===== src/logic/opdec_pkg.sv =====
package opdec_pkg;

  // Operation handed to the datapath
  typedef enum logic [3:0] {
    ALU_NONE,
    ALU_ADD,
    ALU_ADD_CY,
    ALU_SUB_BW,
    ALU_AND,
    ALU_OR,
    ALU_XOR,
    ALU_ROL_CY,
    ALU_ROR_CY,
    ALU_COPY
  } alu_op_t;

  // Where the operand comes from
  typedef enum logic [2:0] {
    SRC_NONE,
    SRC_REG,
    SRC_DIR,
    SRC_IND,
    SRC_IMM,
    SRC_ACC
  } src_sel_t;

  // Where the result goes
  typedef enum logic [1:0] {
    DST_NONE,
    DST_ACC,
    DST_DIR,
    DST_REG
  } dst_sel_t;

  // One line of the opcode table
  typedef struct packed {
    logic       known;
    alu_op_t    alu;
    src_sel_t   src;
    dst_sel_t   dst;
    logic [1:0] len;
    logic [1:0] cyc;
  } dec_entry_t;

  // Lengths in bytes and execution cycles
  localparam logic [1:0] LEN_ONE   = 2'h1;
  localparam logic [1:0] LEN_TWO   = 2'h2;
  localparam logic [1:0] LEN_THREE = 2'h3;
  localparam logic [1:0] CYC_ONE   = 2'h1;
  localparam logic [1:0] CYC_TWO   = 2'h2;

  // Timer and reset values
  localparam logic [1:0] CNT_IDLE    = 2'h0;
  localparam logic [1:0] CNT_LAST    = 2'h1;
  localparam logic [1:0] LEFT_RST    = 2'h0;
  localparam logic [2:0] REG_IDX_RST = 3'h0;
  localparam logic [7:0] BYTE_RST    = 8'h00;

  // Index fields inside an opcode
  localparam int unsigned REG_IDX_MSB = 2;
  localparam int unsigned PTR_IDX_BIT = 0;
  localparam logic [7:0]  RANGE8_MASK = 8'hf8;
  localparam logic [7:0]  RANGE2_MASK = 8'hfe;

  // Opcode bases; ranges of eight or two start here
  localparam logic [7:0] OPC_ADD_REG   = 8'h28;
  localparam logic [7:0] OPC_ADD_DIR   = 8'h25;
  localparam logic [7:0] OPC_ADD_IND   = 8'h26;
  localparam logic [7:0] OPC_ADD_IMM   = 8'h24;
  localparam logic [7:0] OPC_ADCY_REG  = 8'h38;
  localparam logic [7:0] OPC_ADCY_DIR  = 8'h35;
  localparam logic [7:0] OPC_ADCY_IND  = 8'h36;
  localparam logic [7:0] OPC_ADCY_IMM  = 8'h34;
  localparam logic [7:0] OPC_SBW_REG   = 8'h98;
  localparam logic [7:0] OPC_SBW_DIR   = 8'h95;
  localparam logic [7:0] OPC_SBW_IND   = 8'h96;
  localparam logic [7:0] OPC_SBW_IMM   = 8'h94;
  localparam logic [7:0] OPC_AND_REG   = 8'h58;
  localparam logic [7:0] OPC_AND_DIR   = 8'h55;
  localparam logic [7:0] OPC_AND_IND   = 8'h56;
  localparam logic [7:0] OPC_AND_IMM   = 8'h54;
  localparam logic [7:0] OPC_AND_TO_DA = 8'h52;
  localparam logic [7:0] OPC_AND_TO_DI = 8'h53;
  localparam logic [7:0] OPC_OR_REG    = 8'h48;
  localparam logic [7:0] OPC_OR_DIR    = 8'h45;
  localparam logic [7:0] OPC_OR_IND    = 8'h46;
  localparam logic [7:0] OPC_OR_IMM    = 8'h44;
  localparam logic [7:0] OPC_OR_TO_DA  = 8'h42;
  localparam logic [7:0] OPC_OR_TO_DI  = 8'h43;
  localparam logic [7:0] OPC_XOR_REG   = 8'h68;
  localparam logic [7:0] OPC_XOR_DIR   = 8'h65;
  localparam logic [7:0] OPC_XOR_IND   = 8'h66;
  localparam logic [7:0] OPC_XOR_IMM   = 8'h64;
  localparam logic [7:0] OPC_XOR_TO_DA = 8'h62;
  localparam logic [7:0] OPC_XOR_TO_DI = 8'h63;
  localparam logic [7:0] OPC_ROL_CY    = 8'h33;
  localparam logic [7:0] OPC_ROR_CY    = 8'h13;
  localparam logic [7:0] OPC_CP_IND_DR = 8'h86;
  localparam logic [7:0] OPC_CP_DIR_DR = 8'h85;
  localparam logic [7:0] OPC_CP_DIR_RG = 8'ha8;
  localparam logic [7:0] OPC_CP_IMM_RG = 8'h78;
  localparam logic [7:0] OPC_CP_RG_DIR = 8'h88;

  // Opcodes outside the table pass as one byte, one cycle
  localparam dec_entry_t ENTRY_NONE =
    '{1'b0, ALU_NONE, SRC_NONE, DST_NONE, LEN_ONE, CYC_ONE};

  // Member of a range of eight
  function automatic logic in_r8(input logic [7:0] op, input logic [7:0] base);
    return (op & RANGE8_MASK) == base;
  endfunction

  // Member of a range of two
  function automatic logic in_r2(input logic [7:0] op, input logic [7:0] base);
    return (op & RANGE2_MASK) == base;
  endfunction

  // Build a known table line
  function automatic dec_entry_t mk(input alu_op_t a, input src_sel_t s,
                                    input dst_sel_t d, input logic [1:0] l,
                                    input logic [1:0] c);
    return '{1'b1, a, s, d, l, c};
  endfunction

endpackage


===== src/logic/operand_index.sv =====
`timescale 1ns/1ps
module operand_index
  import opdec_pkg::*;
(
  input  wire logic [7:0] opcode,
  input  wire src_sel_t   src_sel,
  input  wire dst_sel_t   dst_sel,
  output logic      [2:0] reg_index,
  output logic            ptr_index
);

  logic reg_used;
  logic ptr_used;

  // (RULE17) Index from opcode
  // Zero when unused, so stale bits never reach the register file
  always_comb
  begin
    reg_used  = (src_sel == SRC_REG) || (dst_sel == DST_REG);
    ptr_used  = (src_sel == SRC_IND);
    reg_index = reg_used ? opcode[REG_IDX_MSB:0] : REG_IDX_RST;
    ptr_index = ptr_used & opcode[PTR_IDX_BIT];
  end

endmodule


===== src/logic/exec_timer.sv =====
`timescale 1ns/1ps
module exec_timer
  import opdec_pkg::*;
(
  input  wire logic       sys_clk,
  input  wire logic       rst,
  input  wire logic       start,
  input  wire logic [1:0] cycles,
  output logic            busy,
  output logic            done
);

  logic [1:0] cnt_r;
  logic [1:0] cnt_nxt;

  // Load on start, then count down to idle
  always_comb
  begin
    cnt_nxt = cnt_r;
    if (start)
    begin
      cnt_nxt = cycles;
    end
    else if (cnt_r != CNT_IDLE)
    begin
      cnt_nxt = cnt_r - CNT_LAST;
    end
  end

  always_ff @(posedge sys_clk)
  begin
    if (rst)
    begin
      cnt_r <= CNT_IDLE;
    end
    else
    begin
      cnt_r <= cnt_nxt;
    end
  end

  // Busy for exactly the loaded count
  assign busy = (cnt_r != CNT_IDLE);
  assign done = (cnt_r == CNT_LAST);

endmodule


===== src/logic/alu_logic_move_opcode_decoder.sv =====
`timescale 1ns/1ps
// Function
// (RULE1) Add forms: register, direct, indirect, one cycle
// (RULE2) Add with carry: register, direct, immediate
// (RULE3) Subtract with borrow: register, direct, indirect
// (RULE4) 53h: three bytes, immediate into direct
// (RULE5) And into accumulator: register, indirect, immediate
// (RULE6) 52h: accumulator and into direct byte
// (RULE7) 43h: or immediate into direct, two cycles
// (RULE8) Or into accumulator: register, indirect, immediate
// (RULE9) 63h: xor immediate into direct, two cycles
// (RULE10) Xor into accumulator: register, direct, indirect
// (RULE11) 33h and 13h rotate through carry
// (RULE12) 86h-87h indirect to direct, two cycles
// (RULE13) 85h direct to direct, three bytes
// (RULE14) A8h-AFh direct to register, two cycles
// (RULE15) 78h-7Fh immediate to register, one cycle
// (RULE16) 88h-8Fh register to direct, two cycles
// (RULE17) Register and pointer index from opcode
module alu_logic_move_opcode_decoder
  import opdec_pkg::*;
(
  input  wire logic       sys_clk,
  input  wire logic       rst,
  input  wire logic       opcode_valid,
  input  wire logic [7:0] opcode,
  output logic            opcode_ready,
  input  wire logic       byte_valid,
  input  wire logic [7:0] byte_in,
  output logic            byte_ready,
  output logic            dec_valid,
  output logic            known,
  output alu_op_t         alu_op,
  output src_sel_t        src_sel,
  output dst_sel_t        dst_sel,
  output logic      [1:0] instr_len,
  output logic      [1:0] exec_cycles,
  output logic      [2:0] reg_index,
  output logic            ptr_index,
  output logic      [7:0] operand1,
  output logic      [7:0] operand2,
  output logic            exec_start,
  output logic            exec_busy,
  output logic            exec_done
);

  typedef enum logic [1:0] {
    ST_IDLE,
    ST_FETCH,
    ST_EXEC
  } state_t;

  state_t     state_r;
  state_t     state_nxt;
  dec_entry_t ent_r;
  dec_entry_t ent_nxt;
  dec_entry_t lk_ent;
  logic [2:0] reg_idx_r;
  logic [2:0] reg_idx_nxt;
  logic       ptr_idx_r;
  logic       ptr_idx_nxt;
  logic [2:0] reg_idx_w;
  logic       ptr_idx_w;
  logic [1:0] left_r;
  logic [1:0] left_nxt;
  logic [7:0] op1_r;
  logic [7:0] op1_nxt;
  logic [7:0] op2_r;
  logic [7:0] op2_nxt;
  logic       dec_valid_r;
  logic       dec_valid_nxt;
  logic       start_r;
  logic       start_nxt;
  logic       first_byte;
  logic       opcode_take;
  logic       byte_take;

  // Opcode table; the order of the chain does not matter as no
  // two entries overlap
  function automatic dec_entry_t lookup(input logic [7:0] op);
    dec_entry_t e;
    e = ENTRY_NONE;
    // (RULE1) Add forms
    if (in_r8(op, OPC_ADD_REG)) e = mk(ALU_ADD, SRC_REG, DST_ACC, LEN_ONE, CYC_ONE);
    else if (op == OPC_ADD_DIR) e = mk(ALU_ADD, SRC_DIR, DST_ACC, LEN_TWO, CYC_ONE);
    else if (in_r2(op, OPC_ADD_IND)) e = mk(ALU_ADD, SRC_IND, DST_ACC, LEN_ONE, CYC_ONE);
    else if (op == OPC_ADD_IMM) e = mk(ALU_ADD, SRC_IMM, DST_ACC, LEN_TWO, CYC_ONE);
    // (RULE2) Add with carry
    else if (in_r8(op, OPC_ADCY_REG)) e = mk(ALU_ADD_CY, SRC_REG, DST_ACC, LEN_ONE, CYC_ONE);
    else if (op == OPC_ADCY_DIR) e = mk(ALU_ADD_CY, SRC_DIR, DST_ACC, LEN_TWO, CYC_ONE);
    else if (in_r2(op, OPC_ADCY_IND)) e = mk(ALU_ADD_CY, SRC_IND, DST_ACC, LEN_ONE, CYC_ONE);
    else if (op == OPC_ADCY_IMM) e = mk(ALU_ADD_CY, SRC_IMM, DST_ACC, LEN_TWO, CYC_ONE);
    // (RULE3) Subtract with borrow
    else if (in_r8(op, OPC_SBW_REG)) e = mk(ALU_SUB_BW, SRC_REG, DST_ACC, LEN_ONE, CYC_ONE);
    else if (op == OPC_SBW_DIR) e = mk(ALU_SUB_BW, SRC_DIR, DST_ACC, LEN_TWO, CYC_ONE);
    else if (in_r2(op, OPC_SBW_IND)) e = mk(ALU_SUB_BW, SRC_IND, DST_ACC, LEN_ONE, CYC_ONE);
    else if (op == OPC_SBW_IMM) e = mk(ALU_SUB_BW, SRC_IMM, DST_ACC, LEN_TWO, CYC_ONE);
    // (RULE5) And into accumulator
    else if (in_r8(op, OPC_AND_REG)) e = mk(ALU_AND, SRC_REG, DST_ACC, LEN_ONE, CYC_ONE);
    else if (op == OPC_AND_DIR) e = mk(ALU_AND, SRC_DIR, DST_ACC, LEN_TWO, CYC_ONE);
    else if (in_r2(op, OPC_AND_IND)) e = mk(ALU_AND, SRC_IND, DST_ACC, LEN_ONE, CYC_ONE);
    else if (op == OPC_AND_IMM) e = mk(ALU_AND, SRC_IMM, DST_ACC, LEN_TWO, CYC_ONE);
    // (RULE6) And to direct byte
    else if (op == OPC_AND_TO_DA) e = mk(ALU_AND, SRC_ACC, DST_DIR, LEN_TWO, CYC_ONE);
    // (RULE4) And immediate to direct
    else if (op == OPC_AND_TO_DI) e = mk(ALU_AND, SRC_IMM, DST_DIR, LEN_THREE, CYC_TWO);
    // (RULE8) Or into accumulator, then 42h accumulator or into direct byte
    else if (in_r8(op, OPC_OR_REG)) e = mk(ALU_OR, SRC_REG, DST_ACC, LEN_ONE, CYC_ONE);
    else if (op == OPC_OR_DIR) e = mk(ALU_OR, SRC_DIR, DST_ACC, LEN_TWO, CYC_ONE);
    else if (in_r2(op, OPC_OR_IND)) e = mk(ALU_OR, SRC_IND, DST_ACC, LEN_ONE, CYC_ONE);
    else if (op == OPC_OR_IMM) e = mk(ALU_OR, SRC_IMM, DST_ACC, LEN_TWO, CYC_ONE);
    else if (op == OPC_OR_TO_DA) e = mk(ALU_OR, SRC_ACC, DST_DIR, LEN_TWO, CYC_ONE);
    // (RULE7) Or immediate to direct
    else if (op == OPC_OR_TO_DI) e = mk(ALU_OR, SRC_IMM, DST_DIR, LEN_THREE, CYC_TWO);
    // (RULE10) Xor into accumulator, then 62h accumulator xor into direct byte
    else if (in_r8(op, OPC_XOR_REG)) e = mk(ALU_XOR, SRC_REG, DST_ACC, LEN_ONE, CYC_ONE);
    else if (op == OPC_XOR_DIR) e = mk(ALU_XOR, SRC_DIR, DST_ACC, LEN_TWO, CYC_ONE);
    else if (in_r2(op, OPC_XOR_IND)) e = mk(ALU_XOR, SRC_IND, DST_ACC, LEN_ONE, CYC_ONE);
    else if (op == OPC_XOR_IMM) e = mk(ALU_XOR, SRC_IMM, DST_ACC, LEN_TWO, CYC_ONE);
    else if (op == OPC_XOR_TO_DA) e = mk(ALU_XOR, SRC_ACC, DST_DIR, LEN_TWO, CYC_ONE);
    // (RULE9) Xor immediate to direct
    else if (op == OPC_XOR_TO_DI) e = mk(ALU_XOR, SRC_IMM, DST_DIR, LEN_THREE, CYC_TWO);
    // (RULE11) Rotates through carry
    else if (op == OPC_ROL_CY) e = mk(ALU_ROL_CY, SRC_ACC, DST_ACC, LEN_ONE, CYC_ONE);
    else if (op == OPC_ROR_CY) e = mk(ALU_ROR_CY, SRC_ACC, DST_ACC, LEN_ONE, CYC_ONE);
    // (RULE12) Indirect to direct
    else if (in_r2(op, OPC_CP_IND_DR)) e = mk(ALU_COPY, SRC_IND, DST_DIR, LEN_TWO, CYC_TWO);
    // (RULE13) Direct to direct
    else if (op == OPC_CP_DIR_DR) e = mk(ALU_COPY, SRC_DIR, DST_DIR, LEN_THREE, CYC_TWO);
    // (RULE14) Direct to register
    else if (in_r8(op, OPC_CP_DIR_RG)) e = mk(ALU_COPY, SRC_DIR, DST_REG, LEN_TWO, CYC_TWO);
    // (RULE15) Immediate to register
    else if (in_r8(op, OPC_CP_IMM_RG)) e = mk(ALU_COPY, SRC_IMM, DST_REG, LEN_TWO, CYC_ONE);
    // (RULE16) Register to direct
    else if (in_r8(op, OPC_CP_RG_DIR)) e = mk(ALU_COPY, SRC_REG, DST_DIR, LEN_TWO, CYC_TWO);
    return e;
  endfunction

  assign lk_ent = lookup(opcode);

  // (RULE17) Index extraction
  operand_index u_index (
    .opcode    (opcode),
    .src_sel   (lk_ent.src),
    .dst_sel   (lk_ent.dst),
    .reg_index (reg_idx_w),
    .ptr_index (ptr_idx_w)
  );

  // Handshakes; only one opcode in flight, so no queue is needed
  assign opcode_ready = (state_r == ST_IDLE);
  assign byte_ready   = (state_r == ST_FETCH);
  assign opcode_take  = opcode_valid & opcode_ready;
  assign byte_take    = byte_valid & byte_ready;
  assign first_byte   = (left_r == (ent_r.len - LEN_ONE));

  // Sequencer: take opcode, collect operand bytes, then execute
  always_comb
  begin
    state_nxt     = state_r;
    ent_nxt       = ent_r;
    reg_idx_nxt   = reg_idx_r;
    ptr_idx_nxt   = ptr_idx_r;
    left_nxt      = left_r;
    op1_nxt       = op1_r;
    op2_nxt       = op2_r;
    dec_valid_nxt = 1'b0;
    start_nxt     = 1'b0;
    case (state_r)
      ST_IDLE:
      begin
        if (opcode_take)
        begin
          ent_nxt       = lk_ent;
          reg_idx_nxt   = reg_idx_w;
          ptr_idx_nxt   = ptr_idx_w;
          op1_nxt       = BYTE_RST;
          op2_nxt       = BYTE_RST;
          dec_valid_nxt = 1'b1;
          left_nxt      = lk_ent.len - LEN_ONE;
          if (lk_ent.len == LEN_ONE)
          begin
            state_nxt = ST_EXEC;
            start_nxt = 1'b1;
          end
          else
          begin
            state_nxt = ST_FETCH;
          end
        end
      end
      ST_FETCH:
      begin
        if (byte_take)
        begin
          // First operand byte lands in operand1
          if (first_byte)
          begin
            op1_nxt = byte_in;
          end
          else
          begin
            op2_nxt = byte_in;
          end
          left_nxt = left_r - LEN_ONE;
          if (left_r == LEN_ONE)
          begin
            state_nxt = ST_EXEC;
            start_nxt = 1'b1;
          end
        end
      end
      ST_EXEC:
      begin
        if (exec_done)
        begin
          state_nxt = ST_IDLE;
        end
      end
      default:
      begin
        state_nxt = ST_IDLE;
      end
    endcase
  end

  always_ff @(posedge sys_clk)
  begin
    if (rst)
    begin
      state_r     <= ST_IDLE;
      ent_r       <= ENTRY_NONE;
      reg_idx_r   <= REG_IDX_RST;
      ptr_idx_r   <= 1'b0;
      left_r      <= LEFT_RST;
      op1_r       <= BYTE_RST;
      op2_r       <= BYTE_RST;
      dec_valid_r <= 1'b0;
      start_r     <= 1'b0;
    end
    else
    begin
      state_r     <= state_nxt;
      ent_r       <= ent_nxt;
      reg_idx_r   <= reg_idx_nxt;
      ptr_idx_r   <= ptr_idx_nxt;
      left_r      <= left_nxt;
      op1_r       <= op1_nxt;
      op2_r       <= op2_nxt;
      dec_valid_r <= dec_valid_nxt;
      start_r     <= start_nxt;
    end
  end

  // Cycle count of the decoded instruction
  exec_timer u_timer (
    .sys_clk (sys_clk),
    .rst     (rst),
    .start   (start_r),
    .cycles  (ent_r.cyc),
    .busy    (exec_busy),
    .done    (exec_done)
  );

  // Decoded fields straight from flops
  assign dec_valid   = dec_valid_r;
  assign known       = ent_r.known;
  assign alu_op      = ent_r.alu;
  assign src_sel     = ent_r.src;
  assign dst_sel     = ent_r.dst;
  assign instr_len   = ent_r.len;
  assign exec_cycles = ent_r.cyc;
  assign reg_index   = reg_idx_r;
  assign ptr_index   = ptr_idx_r;
  assign operand1    = op1_r;
  assign operand2    = op2_r;
  assign exec_start  = start_r;
endmodule


===== config.mk =====
export PLATFORM = sky130hd
export DESIGN_NAME = alu_logic_move_opcode_decoder
export DESIGN_NICKNAME = d
export VERILOG_FILES = /design/src/logic/opdec_pkg.sv /design/src/logic/operand_index.sv /design/src/logic/exec_timer.sv /design/src/logic/alu_logic_move_opcode_decoder.sv
export SDC_FILE = /design/constraint.sdc
export NUM_CORES = 1
export LEC_CHECK = 0
export BUFFER_PORTS_ARGS = -buffer_cell sky130_fd_sc_hd__buf_4
export CORE_MARGIN = 5
export CORE_UTILIZATION = 25
export DETAILED_ROUTE_END_ITERATION = 8
export PLACE_DENSITY_LB_ADDON = 0.05
export SLEW_MARGIN = 20
export SYNTH_ARGS = -nofsm -noshare
export SYNTH_HDL_FRONTEND = slang
export SYNTH_SLANG_ARGS = --single-unit

===== constraint.sdc =====
create_clock -name sys_clk -period 5.1 [get_ports sys_clk]
set_clock_uncertainty 0.1 [all_clocks]
set_input_delay 0.765 -clock sys_clk [delete_from_list [all_inputs] [get_ports sys_clk]]
set_output_delay 0.765 -clock sys_clk [all_outputs]
set_load 0.03 [all_outputs]

# Word-level counts from Yosys, hierarchy flattened

Cells that the tools add are included.

Add/sub/neg operators: 4
Bitwise gates (word level): 4
Mux-type cells: 62
Reduce and logical (&&, ||, !) cells: 11
Equality and inequality tests: 52

Operators with widths:

| kind                                                  | count |
|---|---|
| 2-to-1 mux 14 bit                                     | 37 |
| == test 8 x 7 -> 1 bit, second input constant         | 12 |
| == test 8 x 6 -> 1 bit, second input constant         | 5 |
| 2-to-1 mux 8 bit                                      | 5 |
| one-hot mux 8 bit (2 select lines)                    | 2 |
| == test 8 bit, second input constant                  | 3 |
| == test 7 x 6 -> 1 bit, second input constant         | 3 |
| == test 5 x 4 -> 1 bit, second input constant         | 4 |
| 2-to-1 mux 2 bit                                      | 9 |
| == test 5 bit, second input constant                  | 3 |
| == test 7 x 5 -> 1 bit, second input constant         | 2 |
| == test 7 bit, second input constant                  | 2 |
| AND reduction 4 bit                                   | 3 |
| == test 5 x 3 -> 1 bit, second input constant         | 2 |
| == test 2 x 1 -> 1 bit, second input constant         | 4 |
| == test 8 x 5 -> 1 bit, second input constant         | 1 |
| inequality test 2 x 1 -> 1 bit, second input constant | 4 |
| subtractor 2 x 1 -> 2 bit, second input constant      | 4 |
| one-hot mux 2 bit (3 select lines)                    | 1 |
| nonzero test 2 bit                                    | 3 |
| 2-to-1 mux 1 bit                                      | 5 |
| == test 2 bit, second input constant                  | 2 |
| inequality test 2 bit, second input constant          | 2 |
| one-hot mux 2 bit (2 select lines)                    | 1 |
| 12 further kinds                                      | 14 |

Input port bits: 20
Bits in registers: 42

# Longest topological paths before layout

Word-level depth: 42
Depth in mapped cells: 12

# Modules after synthesis

A second synthesis with hierarchy kept.

Cell total of the unflattened synthesis: 326
Area total of the unflattened synthesis: 2,648.8 sq um

By module, submodules not included:

| module                        | cells each | area an instance (sq um) | times used |
|---|---|---|---|
| alu_logic_move_opcode_decoder | 306        | 2,458.6                  | 1 |
| exec_timer                    | 14         | 138.9                    | 1 |
| operand_index                 | 6          | 51.3                     | 1 |

# Worst setup path before layout

Ideal clock, no wire load.

Path type: input -> register
Start point: in opcode[5]
End point: reg state_r[1]
Setup slack: 2.341 ns
Arrival time: 2.532 ns
Buffers on the path: 1
Stages on the path: 11
Cell sequence: clkbuf_1 -> or4b_1 -> o32ai_1 -> nor3_1 -> nand2_1 -> inv_1 -> ha_1 -> a31oi_1 -> nor2_1 -> a21oi_1 -> nor2_1

RTL lines:

| what                   | RTL line                             | text |
|---|---|---|
| start: declaration     | alu_logic_move_opcode_decoder.sv:26  | `input wire logic [7:0] opcode,` |
| end signal: assignment | alu_logic_move_opcode_decoder.sv:243 | `state_r <= state_nxt;` |
| end: declaration       | alu_logic_move_opcode_decoder.sv:53  | `state_t state_r;` |

# Worst setup path in the final report

Start point: in opcode[7]
End point: reg state_r[1]

Cells in the longest elaborated chain, start to end: 42
Elaborated cells between the ends (all ways): 78
Classes of those cells: 38 x eq/ne; 40 x mux

Ends and longest elaborated chain:

| what                                   | RTL line                             | text |
|---|---|---|
| == test 5 bit                          | opdec_pkg.sv:110                     | `return (op & RANGE8_MASK) == base;` |
| 2-to-1 mux 14 bit                      | alu_logic_move_opcode_decoder.sv:135 | `else if (in_r8(op, OPC_CP_RG_DIR)) e = mk(ALU_COPY, SRC_REG, DST_DIR, LEN_TWO, CYC_TWO);` |
| 2-to-1 mux 14 bit                      | alu_logic_move_opcode_decoder.sv:133 | `else if (in_r8(op, OPC_CP_IMM_RG)) e = mk(ALU_COPY, SRC_IMM, DST_REG, LEN_TWO, CYC_ONE);` |
| 2-to-1 mux 14 bit                      | alu_logic_move_opcode_decoder.sv:131 | `else if (in_r8(op, OPC_CP_DIR_RG)) e = mk(ALU_COPY, SRC_DIR, DST_REG, LEN_TWO, CYC_TWO);` |
| 2-to-1 mux 14 bit                      | alu_logic_move_opcode_decoder.sv:129 | `else if (op == OPC_CP_DIR_DR) e = mk(ALU_COPY, SRC_DIR, DST_DIR, LEN_THREE, CYC_TWO);` |
| 2-to-1 mux 14 bit                      | alu_logic_move_opcode_decoder.sv:127 | `else if (in_r2(op, OPC_CP_IND_DR)) e = mk(ALU_COPY, SRC_IND, DST_DIR, LEN_TWO, CYC_TWO);` |
| 2-to-1 mux 14 bit                      | alu_logic_move_opcode_decoder.sv:125 | `else if (op == OPC_ROR_CY) e = mk(ALU_ROR_CY, SRC_ACC, DST_ACC, LEN_ONE, CYC_ONE);` |
| 2-to-1 mux 14 bit                      | alu_logic_move_opcode_decoder.sv:124 | `else if (op == OPC_ROL_CY) e = mk(ALU_ROL_CY, SRC_ACC, DST_ACC, LEN_ONE, CYC_ONE);` |
| (+26 left out)                         | -                                    |  |
| 2-to-1 mux 14 bit                      | alu_logic_move_opcode_decoder.sv:87  | `else if (op == OPC_ADD_IMM) e = mk(ALU_ADD, SRC_IMM, DST_ACC, LEN_TWO, CYC_ONE);` |
| 2-to-1 mux 14 bit                      | alu_logic_move_opcode_decoder.sv:86  | `else if (in_r2(op, OPC_ADD_IND)) e = mk(ALU_ADD, SRC_IND, DST_ACC, LEN_ONE, CYC_ONE);` |
| 2-to-1 mux 14 bit                      | alu_logic_move_opcode_decoder.sv:85  | `else if (op == OPC_ADD_DIR) e = mk(ALU_ADD, SRC_DIR, DST_ACC, LEN_TWO, CYC_ONE);` |
| 2-to-1 mux 14 bit (*)                  | alu_logic_move_opcode_decoder.sv:84  | `if (in_r8(op, OPC_ADD_REG)) e = mk(ALU_ADD, SRC_REG, DST_ACC, LEN_ONE, CYC_ONE);` |
| == test 2 x 1 -> 1 bit (*)             | alu_logic_move_opcode_decoder.sv:181 | `if (lk_ent.len == LEN_ONE)` |
| 2-to-1 mux 2 bit (*)                   | alu_logic_move_opcode_decoder.sv:181 |  |
| 2-to-1 mux 2 bit (*)                   | alu_logic_move_opcode_decoder.sv:172 | `if (opcode_take)` |
| one-hot mux 2 bit (3 select lines) (*) | alu_logic_move_opcode_decoder.sv:169 | `case (state_r)` |

Every way passes the cells marked *; elsewhere a longest branch is shown, timed or not. The select of a mux whose other input is x is not followed.
A chain may end at the register's enable or synchronous reset.

==> results_dict.tcl <==
set metrics [dict create \
    cts.clk_slew.worst_paths_ps 80 \
    clk_path_buf_depth 2 \
    r2r_end "exec_cycles[0]$_SDFFE_PP1P_" \
    worstSetupPathType "input pin to flip-flop" \
    syn_area_sq_mm 0.002549 \
    fmax_mhz 354.0 \
    ff2ff_setup_slack_ps 2910 \
    antenna_cells 0 \
    hold_class "flip-flop to flip-flop" \
    dieArea_sq_mm 0.01231 \
    io_buffers 59 \
    insertion_delay_ps 290 \
    critPathCaptureType "flip-flop" \
    synth_edf_count 0 \
    ant_nets 0 \
    drt_iter0_drc 151 \
    antenna_found_initial 0 \
    wl_per_cell_microns 16.10 \
    dieHeight_microns 111.0 \
    htreeDepth 2 \
    ctsHoldBuffers 0 \
    vias_per_cell 4.986 \
    synth_nets 353 \
    cts_root_buffer "clkbuf_8" \
    seq_power_share 0.383 \
    p_leak_nw 1.327 \
    yosys_warnings 0 \
    grt_start_max_net_pins 41 \
    num_io_pins 60 \
    slew_headroom 0.5443 \
    p_sw_uw 358.4 \
    p_total_uw 993.3 \
    final_cell_mix "buf_4 (60), nor2_1 (58), dfxtp_1 (42)" \
    avgSynthCellArea_sq_um 7.747 \
    routed_wl_microns 8163 \
    start_util 0.2584 \
    gp_congestion 0.8897 \
    finalSetupViolations 0 \
    overflow 0 \
    timing.final.crit_share 0.5538 \
    hold_path_depth 2 \
    worstHoldStart "alu_op[2]$_SDFFE_PP0P_" \
    dr.pass1.iters 4 \
    areaGrowthSynthToFinish_pct 25.18 \
    vias 2528 \
    ys_ff_latch 42 \
    final_common_cell "buf_4" \
    postCtsSetupRepairBufs 0 \
    worstMarginPinSlew_ps 681.4 \
    synth_flop_cell "dfxtp_1" \
    worstPathArrival_ps 2900 \
    grt_pass1_vias 2382 \
    p_comb_frac 0.353 \
    ys_async_sr_fraction 0 \
    path_max_fanout 25 \
    status "finished clean" \
    power-per-cell-area_mw_per_mm2 311.3 \
    maxCapViolations 0 \
    vdd_drop_max_uv 117.9 \
    track_usage 0.1306 \
    cp.required_ps 5170 \
    cts_tree "built" \
    power.internal_uw 634.9 \
    grt_first_pass_wirelength_microns 13320 \
    rr_worst_depth 5 \
    synth.distinct_cells 60 \
    fin_crit_ps 2824 \
    cts-buffers-inserted 5 \
    design.core.area_sq_mm 0.009864 \
    tns_ps 0 \
    rsz0062_at_grt "false" \
    cts_resized 0 \
    die_w_microns 111.0 \
    setup.worst_path.start_class "input pin" \
    seq_area_frac_synth 0.3299 \
    drv_slew 0 \
    reg2reg_from "state_r[1]$_SDFFE_PP0P_" \
    cts_sinks 42 \
    drive_gt1_frac 0.1979 \
    synthCells 329 \
    drc_errors 0 \
    rows 36 \
    dp_hpwl_microns 5918 \
    hold_end "alu_op[2]$_SDFFE_PP0P_" \
    nets 397 \
    power_frac_clock 0.264 \
    power_switching_share 0.3608 \
    finalHoldViolations 0 \
]
==> routing by layer <==
layer	routed length, microns	up-vias	track usage
li1	-	1268	-
met1	4206	1165	0.1991
met2	3385	84	0.1820
met3	472	11	0.03111
met4	99	0	0.03202
met5	0	-	0
==> final cells by class <==
cell class,count,area (sq um)
fillers,1079,6674
multi-input cells,254,1585
flip-flops and latches,42,840.8
repair buffers,60,450.4
well taps,133,166.4
clock buffers,6,72.57
clock inverters,2,37.54
inverters,10,37.54
==> synth_stat cells (all sizes together) (5+ instances only) <==
cell    instances  area (sq um)
or2             5         31.28
dfxtp          42         840.8
mux2i          18         180.2
o22ai           5         31.28
and3            5         31.28
nand3b          5         37.54
a21oi          22         110.1
a211oi          5         42.54
nand2          28         105.1
clkbuf         18         67.56
and2            9         56.30
nor2b           5         31.28
o21ai          14         77.57
nor3           10         50.05
inv            10         37.53
buf             5         22.52
nor2           58         217.7
==> cells by family after synthesis <==
family / synth area share
compound gates: 0.2082
xor+xnor: 0.01031
fa+ha+maj: 0.01964
buf+inv: 0.05007
flops: 0.3299
mux: 0.07069
simple gates: 0.3112
==> power groups by stage <==
stage	registers, mW	logic, mW	clock network, mW
after floorplan	0.412	0.218	0
after global placement	0.389	0.356	0
after detailed placement	0.388	0.354	0
after CTS	0.381	0.355	0.275
after global routing	0.386	0.391	0.290
final	0.381	0.350	0.262
==> critical path, stage by stage <==
cell and delay (ps):
buf_4 230, or3b_1 370, a21oi_1 380, nand2b_1 320, a211oi_1 130, ha_1 240, a31oi_1 220, nor2_1 60
a21oi_1 120, nor2_1 50
==> worst max-delay path by stage <==
| stage | start | endpoint | cells past startpoint |
|---|---|---|---|
| after global placement | opcode[7] | state_r[1]$_SDFFE_PP0P_ | 10 |
| final | opcode[7] | state_r[1]$_SDFFE_PP0P_ | 10 |
| after detailed placement | opcode[7] | state_r[1]$_SDFFE_PP0P_ | 10 |
| after global routing | opcode[7] | state_r[1]$_SDFFE_PP0P_ | 10 |
| after floorplan | opcode[5] | state_r[1]$_SDFFE_PP0P_ | 11 |
| after CTS | opcode[7] | state_r[1]$_SDFFE_PP0P_ | 10 |
==> per-stage QoR <==
step / hold WS, ps / std cells / utilization / worst slack (ps) / cell area [sq um]
2_1_floorplan: 393.0 / 329 / - / 2341 / 2549
3_3_place_gp: 342.9 / 499 / 0.3123 / 1925 / 3080
3_5_place_dp: 345.1 / 499 / 0.3123 / 1959 / 3080
4_1_cts: 357.8 / 507 / 0.3234 / 2278 / 3191
5_1_grt: 386.4 / 507 / 0.3234 / 2025 / 3191
6_report: 354.9 / 507 / 0.3234 / 2276 / 3191
==> state kept, by name (all words and copies together), names as in the netlist <==
| name | count |
|---|---|
| operand1 | 8 |
| operand2 | 8 |
| alu_op | 4 |
| reg_index | 3 |
| src_sel | 3 |
| dst_sel | 2 |
| exec_cycles | 2 |
| instr_len | 2 |
| left_r | 2 |
| state_r | 2 |
| u_timer.cnt_r | 2 |
| dec_valid | 1 |
| exec_start | 1 |
| known | 1 |
| ptr_index | 1 |
Note: power is estimated with default switching activity, not from simulation.
